==> config.mk <==
export PLATFORM = sky130hd
export DESIGN_NAME = timer_two_control_reload
export DESIGN_NICKNAME = d
export VERILOG_FILES = /design/src/shared/timer_two_pkg.sv /design/src/logic/timer_two_control_reload.sv
export SDC_FILE = /design/constraint.sdc
export NUM_CORES = 1
export LEC_CHECK = 0
export ABC_AREA = 1
export BUFFER_PORTS_ARGS = -buffer_cell sky130_fd_sc_hd__buf_4
export CORE_MARGIN = 8
export CORE_UTILIZATION = 40
export DETAILED_ROUTE_END_ITERATION = 8
export HOLD_SLACK_MARGIN = 0.15
export REMOVE_ABC_BUFFERS = 1
export SLEW_MARGIN = 25
export SYNTH_ARGS = -nofsm -noshare
export SYNTH_HDL_FRONTEND = slang
export SYNTH_SLANG_ARGS = --single-unit
export TNS_END_PERCENT = 10
==> constraint.sdc <==
create_clock -name ref_clk -period 2.4 [get_ports ref_clk]
set_input_delay 0.36 -clock ref_clk [delete_from_list [all_inputs] [get_ports ref_clk]]
set_output_delay 0.36 -clock ref_clk [all_outputs]
set_load 0.05 [all_outputs]
==> src/shared/timer_two_pkg.sv <==
// Package for the second general-purpose timer: register map, bit layout, timing counts.
// Assumes a byte-wide special-function-register bus on a single 200 MHz system clock.
package timer_two_pkg;

  // ------------------------------------------------------------
  // Register map
  // ------------------------------------------------------------
  localparam logic [7:0] CONTROL_ADDR = 8'hC8;
  localparam logic [7:0] RELOAD_LOW_ADDR = 8'hCA;
  localparam logic [7:0] RELOAD_HIGH_ADDR = 8'hCB;
  localparam logic [7:0] COUNT_LOW_ADDR = 8'hCC;
  localparam logic [7:0] COUNT_HIGH_ADDR = 8'hCD;

  // ------------------------------------------------------------
  // Control register bit positions and reset values
  // ------------------------------------------------------------
  localparam int HIGH_FLAG_BIT = 7;
  localparam int LOW_FLAG_BIT = 6;
  localparam int LOW_IRQ_EN_BIT = 5;
  localparam int CAPTURE_EN_BIT = 4;
  localparam int SPLIT_BIT = 3;
  localparam int RUN_BIT = 2;
  localparam int UNUSED_BIT = 1;
  localparam int EXT_CLK_BIT = 0;
  localparam logic [7:0] CONTROL_RESET = 8'h00;
  localparam logic [7:0] CONTROL_WRITE_MASK = 8'hFD;
  localparam logic [7:0] BYTE_RESET = 8'h00;
  localparam logic [7:0] BYTE_MAX = 8'hFF;

  // ------------------------------------------------------------
  // Clock division
  // ------------------------------------------------------------
  localparam int SYS_DIVIDE = 12;
  localparam int EXT_DIVIDE = 8;
  localparam logic [3:0] SYS_DIV_LAST = 4'(SYS_DIVIDE - 1);
  localparam logic [2:0] EXT_DIV_LAST = 3'(EXT_DIVIDE - 1);

  // ------------------------------------------------------------
  // Bus request carrier
  // ------------------------------------------------------------
  typedef struct packed {
    logic rd;
    logic wr;
    logic bit_wr;
    logic [2:0] bit_sel;
    logic [7:0] addr;
    logic [7:0] wdata;
  } sfr_req_type;

endpackage

==> src/logic/timer_two_control_reload.sv <==
// Control, status and reload logic of the second 16-bit timer, with its counter bytes.
// Assumes a core issuing one-cycle read/write/bit-write strobes; external and slow
// oscillator inputs are asynchronous and are synchronised here.
module timer_two_control_reload (
  input wire logic ref_clk,
  input wire logic sys_rst,
  input wire timer_two_pkg::sfr_req_type sfr_req,
  output logic [7:0] sfr_rdata,
  input wire logic timer_irq_enable,
  input wire logic high_byte_fast_clock_sel,
  input wire logic low_byte_fast_clock_sel,
  input wire logic ext_osc_clk,
  input wire logic slow_osc_clk,
  output logic timer_irq_req
);

  // ------------------------------------------------------------
  // Declarations
  // ------------------------------------------------------------
  logic [7:0] control_reg;
  logic [7:0] control_next;
  logic [7:0] reload_low_byte_reg;
  logic [7:0] reload_high_byte_reg;
  logic [7:0] counter_low_byte_reg;
  logic [7:0] counter_high_byte_reg;
  logic [3:0] sys_div_reg;
  logic [2:0] ext_div_reg;
  logic [2:0] ext_sync_reg;
  logic [2:0] slow_sync_reg;
  logic [7:0] sfr_rdata_reg;
  logic timer_irq_reg;
  logic sys_tick;
  logic ext_tick;
  logic sel_tick;
  logic low_tick;
  logic high_tick;
  logic split;
  logic run;
  logic low_wrap;
  logic high_wrap;
  logic full_wrap;
  logic capture;
  logic ctrl_wr;
  logic [7:0] ctrl_wdata;
  logic [7:0] ctrl_mask;
  logic count_low_wr;
  logic count_high_wr;
  logic reload_low_wr;
  logic reload_high_wr;
  logic low_step;
  logic high_step;
  logic ext_rise;
  logic slow_fall;
  logic irq_pending;
  logic [7:0] read_value;

  // Decodes an access to one register address.
  function automatic logic hit(input timer_two_pkg::sfr_req_type req, input logic [7:0] addr);
    hit = req.addr == addr;
  endfunction

  // ------------------------------------------------------------
  // Clock sources
  // ------------------------------------------------------------
  always_ff @(posedge ref_clk) begin
    if (sys_rst) begin
      sys_div_reg <= 4'h0;
    end else if (sys_div_reg == timer_two_pkg::SYS_DIV_LAST) begin
      sys_div_reg <= 4'h0;
    end else begin
      sys_div_reg <= sys_div_reg + 4'h1;
    end
  end

  // ------------------------------------------------------------
  // Synchronisers
  // ------------------------------------------------------------
  always_ff @(posedge ref_clk) begin
    if (sys_rst) begin
      ext_sync_reg <= 3'h0;
    end else begin
      ext_sync_reg <= {ext_sync_reg[1:0], ext_osc_clk};
    end
  end

  always_ff @(posedge ref_clk) begin
    if (sys_rst) begin
      slow_sync_reg <= 3'h0;
    end else begin
      slow_sync_reg <= {slow_sync_reg[1:0], slow_osc_clk};
    end
  end

  assign ext_rise = ext_sync_reg[1] && !ext_sync_reg[2];
  assign slow_fall = !slow_sync_reg[1] && slow_sync_reg[2];

  always_ff @(posedge ref_clk) begin
    if (sys_rst) begin
      ext_div_reg <= 3'h0;
    end else if (ext_rise) begin
      ext_div_reg <= ext_div_reg + 3'h1;
    end
  end

  assign sys_tick = sys_div_reg == timer_two_pkg::SYS_DIV_LAST;
  assign ext_tick = ext_rise && ext_div_reg == timer_two_pkg::EXT_DIV_LAST;
  assign split = control_reg[timer_two_pkg::SPLIT_BIT];
  assign run = control_reg[timer_two_pkg::RUN_BIT];

  // ------------------------------------------------------------
  // Tick selection
  // ------------------------------------------------------------
  always_comb begin
    sel_tick = sys_tick;
    if (control_reg[timer_two_pkg::EXT_CLK_BIT]) begin
      sel_tick = ext_tick;
    end
  end

  always_comb begin
    low_tick = sel_tick;
    if (low_byte_fast_clock_sel) begin
      low_tick = 1'b1;
    end
  end

  always_comb begin
    high_tick = low_tick;
    if (split) begin
      high_tick = sel_tick;
      if (high_byte_fast_clock_sel) begin
        high_tick = 1'b1;
      end
    end
  end

  // ------------------------------------------------------------
  // Counter events
  // ------------------------------------------------------------
  always_comb begin
    capture = 1'b0;
    if (control_reg[timer_two_pkg::CAPTURE_EN_BIT]) begin
      capture = slow_fall;
    end
  end

  always_comb begin
    low_step = low_tick && (run || split);
    low_wrap = low_step && counter_low_byte_reg == timer_two_pkg::BYTE_MAX;
    full_wrap = 1'b0;
    high_step = 1'b0;
    high_wrap = 1'b0;
    if (split) begin
      high_step = run && high_tick;
      high_wrap = high_step && counter_high_byte_reg == timer_two_pkg::BYTE_MAX;
    end else begin
      full_wrap = low_wrap && counter_high_byte_reg == timer_two_pkg::BYTE_MAX;
      high_step = low_wrap;
      high_wrap = full_wrap;
    end
  end

  // ------------------------------------------------------------
  // Write decode
  // ------------------------------------------------------------
  assign count_low_wr = sfr_req.wr && hit(sfr_req, timer_two_pkg::COUNT_LOW_ADDR);
  assign count_high_wr = sfr_req.wr && hit(sfr_req, timer_two_pkg::COUNT_HIGH_ADDR);
  assign reload_low_wr = sfr_req.wr && hit(sfr_req, timer_two_pkg::RELOAD_LOW_ADDR);
  assign reload_high_wr = sfr_req.wr && hit(sfr_req, timer_two_pkg::RELOAD_HIGH_ADDR);

  // ------------------------------------------------------------
  // Counter bytes
  // ------------------------------------------------------------
  always_ff @(posedge ref_clk) begin
    if (sys_rst) begin
      counter_low_byte_reg <= timer_two_pkg::BYTE_RESET;
    end else if (count_low_wr) begin
      counter_low_byte_reg <= sfr_req.wdata;
    end else if (full_wrap || (split && low_wrap)) begin
      counter_low_byte_reg <= reload_low_byte_reg;
    end else if (low_step) begin
      counter_low_byte_reg <= counter_low_byte_reg + 8'h01;
    end
  end

  always_ff @(posedge ref_clk) begin
    if (sys_rst) begin
      counter_high_byte_reg <= timer_two_pkg::BYTE_RESET;
    end else if (count_high_wr) begin
      counter_high_byte_reg <= sfr_req.wdata;
    end else if (high_wrap) begin
      counter_high_byte_reg <= reload_high_byte_reg;
    end else if (high_step) begin
      counter_high_byte_reg <= counter_high_byte_reg + 8'h01;
    end
  end

  // ------------------------------------------------------------
  // Reload registers
  // ------------------------------------------------------------
  always_ff @(posedge ref_clk) begin
    if (sys_rst) begin
      reload_low_byte_reg <= timer_two_pkg::BYTE_RESET;
    end else if (capture) begin
      reload_low_byte_reg <= counter_low_byte_reg;
    end else if (reload_low_wr) begin
      reload_low_byte_reg <= sfr_req.wdata;
    end
  end

  always_ff @(posedge ref_clk) begin
    if (sys_rst) begin
      reload_high_byte_reg <= timer_two_pkg::BYTE_RESET;
    end else if (capture) begin
      reload_high_byte_reg <= counter_high_byte_reg;
    end else if (reload_high_wr) begin
      reload_high_byte_reg <= sfr_req.wdata;
    end
  end

  // ------------------------------------------------------------
  // Control register
  // ------------------------------------------------------------
  assign ctrl_wr = (sfr_req.wr || sfr_req.bit_wr) && hit(sfr_req, timer_two_pkg::CONTROL_ADDR);

  always_comb begin
    ctrl_mask = 8'hFF;
    ctrl_wdata = sfr_req.wdata;
    if (sfr_req.bit_wr) begin
      ctrl_mask = 8'h01 << sfr_req.bit_sel;
      ctrl_wdata = {8{sfr_req.wdata[0]}};
    end
  end

  always_comb begin
    control_next = control_reg;
    if (ctrl_wr) begin
      control_next = (control_reg & ~(ctrl_mask & timer_two_pkg::CONTROL_WRITE_MASK)) |
        (ctrl_wdata & ctrl_mask & timer_two_pkg::CONTROL_WRITE_MASK);
    end
    if (high_wrap || capture) begin
      control_next[timer_two_pkg::HIGH_FLAG_BIT] = 1'b1;
    end
    if (low_wrap) begin
      control_next[timer_two_pkg::LOW_FLAG_BIT] = 1'b1;
    end
  end

  always_ff @(posedge ref_clk) begin
    if (sys_rst) begin
      control_reg <= timer_two_pkg::CONTROL_RESET;
    end else begin
      control_reg <= control_next;
    end
  end

  // ------------------------------------------------------------
  // Interrupt request
  // ------------------------------------------------------------
  always_comb begin
    irq_pending = 1'b0;
    if (control_reg[timer_two_pkg::HIGH_FLAG_BIT]) begin
      irq_pending = 1'b1;
    end
    if (control_reg[timer_two_pkg::LOW_IRQ_EN_BIT] &&
        control_reg[timer_two_pkg::LOW_FLAG_BIT]) begin
      irq_pending = 1'b1;
    end
    if (!timer_irq_enable) begin
      irq_pending = 1'b0;
    end
  end

  always_ff @(posedge ref_clk) begin
    if (sys_rst) begin
      timer_irq_reg <= 1'b0;
    end else begin
      timer_irq_reg <= irq_pending;
    end
  end

  assign timer_irq_req = timer_irq_reg;

  // ------------------------------------------------------------
  // Read data
  // ------------------------------------------------------------
  always_comb begin
    case (sfr_req.addr)
      timer_two_pkg::CONTROL_ADDR: begin
        read_value = control_reg & timer_two_pkg::CONTROL_WRITE_MASK;
      end
      timer_two_pkg::RELOAD_LOW_ADDR: begin
        read_value = reload_low_byte_reg;
      end
      timer_two_pkg::RELOAD_HIGH_ADDR: begin
        read_value = reload_high_byte_reg;
      end
      timer_two_pkg::COUNT_LOW_ADDR: begin
        read_value = counter_low_byte_reg;
      end
      timer_two_pkg::COUNT_HIGH_ADDR: begin
        read_value = counter_high_byte_reg;
      end
      default: begin
        read_value = 8'h00;
      end
    endcase
  end

  always_ff @(posedge ref_clk) begin
    if (sys_rst) begin
      sfr_rdata_reg <= 8'h00;
    end else if (sfr_req.rd) begin
      sfr_rdata_reg <= read_value;
    end
  end

  assign sfr_rdata = sfr_rdata_reg;

endmodule // timer_two_control_reload

==> summary.md <==
| Metric | Value |
|---|---|
| Outcome | `finished, final reports clean` |
| Final Max Tran Viols | `0` |
| Crit-path max FO | `8` |
| Multi-input logic area | `~1900 um2` |
| Total die area | `~12,000 um2` |
| CORE AREA | `8636 um2` |
| Layout cells sized above 1 | `a little over an eighth` |
| Ys Warns | `0` |
| Clock Tree Buf Depth | `2` |
| Postcts setup bufs | `0` |
| Final Hold Slack | `around 0.22 ns` |
| Startpoint Class | `register` |
| Root buf cell | `clkbuf_8` |
| Post-CTS Resized | `0` |
| # H-tree levels | `3` |
| Hold-fix buffers, CTS | `0` |
| Largest net degree at the start of global routing | `24` |
| FF-to-FF path depth | `10` |
| Post-Syn Instances | `529` |
| Clock latency on the worst-skew pair | `roughly 0.35 ns` |
| Setup repair after global routing missed its margin | `no` |
| Remaining DRCs | `0` |
| CTS tree | `done` |
| Relative slew slack | `62.27%` |
| Flop and latch count out of synthesis | `61` |
| CP endpoint kind | `register` |
| Most frequent cells in the layout | `nand2_1 (102), inv_1 (91), dfxtp_1 (61), nor2_1 (49), a21oi_1 (47)` |
| Number of buffers added on ports | `37` |
| GRT overflow | `0` |
| First-pass detailed-route iteration total | `5` |
| Worst hold stages | `3` |
| CP Data Required Time | `about 2.6 ns` |
| IO Pins | `38` |
| Peak supply drop | `0.0002838 V` |
| Starting Density | `~41%` |
| Fillers | `slightly above 900` |
| Final wirelength | `roughly 11,000 um` |
| FP Rows | `34` |
| Antenna-violating nets left | `0` |
| Most common cell after layout, fill and taps aside | `nand2_1` |
| Final hold vios | `0` |
| Min Clock Period, post-route | `2.077 ns` |
| Hold Path Origin | `slow_osc_clk` |
| Setup violators final | `0` |
| Crit Path Class | `register to register` |
| Fmax | `between 400 and 500 MHz` |
| Routed len/inst | `approximately 16 um` |
| Clock sinks | `61` |
| Clock Skew | `0.01770 ns` |
| Final Cycle Share | `86.52%` |
| First-pass GRT wire length | `17,100 um` |
| PwrDens | `504.3 nW/um2` |
| CTS Buf Count | `9` |
| Tot GR Track Use | `between 10% and 20%` |
| Hold Path Class | `input pin to register` |
| Vias in the first global route | `3,367` |
| Mapped Avg Cell Area | `approximately 6.6 um2` |
| Crit path arrival time | `between 2 and 2.5 ns` |
| Vias per std cell | `about 5.3` |
| Post-Synthesis Cell Area | `~3500 um2` |
| Die Span Y | `~110 um` |
| Register area share after synthesis | `a little over a third` |
| Setup TNS | `0 ns` |
| DRT iter0 DRCs | `340` |
| Beginning of the critical path | `counter_high_byte_reg[0]` |
| Syn-to-layout area delta | `16.35%` |
| Number of distinct library cells after synthesis | `38` |
| Initial antenna violation count | `0` |
| Max-cap violations | `0` |
| Via count of the routed design | `about 3,600` |
| Final HPWL DP | `about 8400 um` |
| Nets | `604` |
| ANT cells | `0` |
| Register area | `approximately 1200 um2` |
| RR Startpoint | `counter_high_byte_reg[0]` |
| Worst Tran Pin Value | `~0.56 ns` |
| Clock-pin slew on the worst setup and hold paths | `around 0.070 ns` |
| Placer Congestion | `0.9441` |
| Die W | `109.7 um` |
| Leak pwr | `1.618 nW` |
==> cell families (layout without fill, tap and decap cells) <==
family          count (synthesis)  count (layout)  synth area share [%]
compound gates                124             124                 19.99
xor+xnor                        9               9                 2.245
fa+ha+maj                       5               5                 1.781
buf+inv                       106             151                 11.47
flops                          61              61                 34.77
mux                             1               1                0.2850
simple gates                  223             223                 29.46
==> synthesized netlist by cell type <==
library cell | n | area, um2
nand2_2 | 2 | 12.51
or2_2 | 1 | 6.260
nand4_4 | 1 | 21.27
o21ai_0 | 44 | 220.2
clkbuf_1 | 9 | 33.78
dfxtp_1 | 61 | 1221
xnor2_1 | 2 | 17.52
o21a_1 | 1 | 7.510
a21oi_1 | 47 | 235.2
a21oi_4 | 1 | 16.27
buf_1 | 1 | 3.750
a31oi_1 | 6 | 37.54
ha_1 | 5 | 62.56
o21ai_1 | 1 | 5.000
nor3_4 | 1 | 16.27
nand3_2 | 1 | 10.01
nor2_4 | 2 | 22.52
o21ai_2 | 1 | 8.760
xor2_1 | 7 | 61.31
nand4_1 | 13 | 81.33
nor3_1 | 10 | 50.05
o2111a_1 | 3 | 33.78
o22ai_1 | 13 | 81.33
o31ai_1 | 4 | 30.03
nor2_1 | 49 | 183.9
clkinv_2 | 1 | 5.000
nor2_2 | 2 | 12.51
o221ai_1 | 1 | 8.760
nand3_1 | 33 | 165.2
nand2_4 | 4 | 45.04
nand2_1 | 102 | 382.9
inv_1 | 91 | 341.6
buf_4 | 1 | 7.510
nand3b_1 | 1 | 7.510
o2111ai_1 | 2 | 17.52
mux2i_1 | 1 | 10.01
inv_2 | 3 | 11.26
nand3_4 | 1 | 17.52
==> critical path: stages, from the launching register on <==
cell	delay, ns
dfxtp_1	0.47
ha_1	0.24
nand3_1	0.12
nor2_2	0.14
nand4_1	0.27
nand2_1	0.21
nand3_4	0.13
clkinv_2	0.12
nand2_1	0.07
nand3_1	0.10
a21oi_1	0.07
==> final cells by class <==
cell class,instances,area share [%]
clock buffer,12,3.797
clock inverter,3,0.5205
inverter,95,8.757
multi-input combinational,362,46.20
sequential,61,29.88
tap,108,3.307
timing repair buffer,41,7.532
==> routing by layer <==
metal	global-route usage (%)	wire [um]	vias to the layer above
met5	0	0	-
met4	5.400	219	0
met3	4.924	633	18
met2	29.97	5002	111
met1	23.69	5009	1692
li1	-	-	1813
==> final timing paths <==
kind | slack [ns] | endpoint
max | 0.32 | counter_low_byte_reg[7]
min | 0.22 | slow_sync_reg[0]
max reg2reg | 0.32 | counter_low_byte_reg[7]
min reg2reg | 0.41 | slow_sync_reg[1]
==> metrics by stage <==
| step | setup WS (ns) | cell area (um2) | cells | total power [mW] | util (%) |
|---|---|---|---|---|---|
| after global routing | 0.1512 | 4086 | 682 | 2.140 | 47.32 |
| after floorplan | 0.6654 | 3467 | 518 | 1.145 | - |
| after detailed placement | 0.2848 | 3910 | 667 | 1.242 | 45.28 |
| after CTS | 0.3446 | 4086 | 682 | 2.074 | 47.32 |
| after global placement | 0.3179 | 3910 | 667 | 1.239 | 45.28 |
| final | 0.3235 | 4086 | 682 | 2.061 | 47.32 |
==> power by group <==
group	internal [mW]	switching [mW]
Clock	0.426	0.416
Sequential	1.03	0.00936
Combinational	0.0650	0.114
Total	1.52	0.540
No activity file was read; power rests on OpenSTA's default activity.
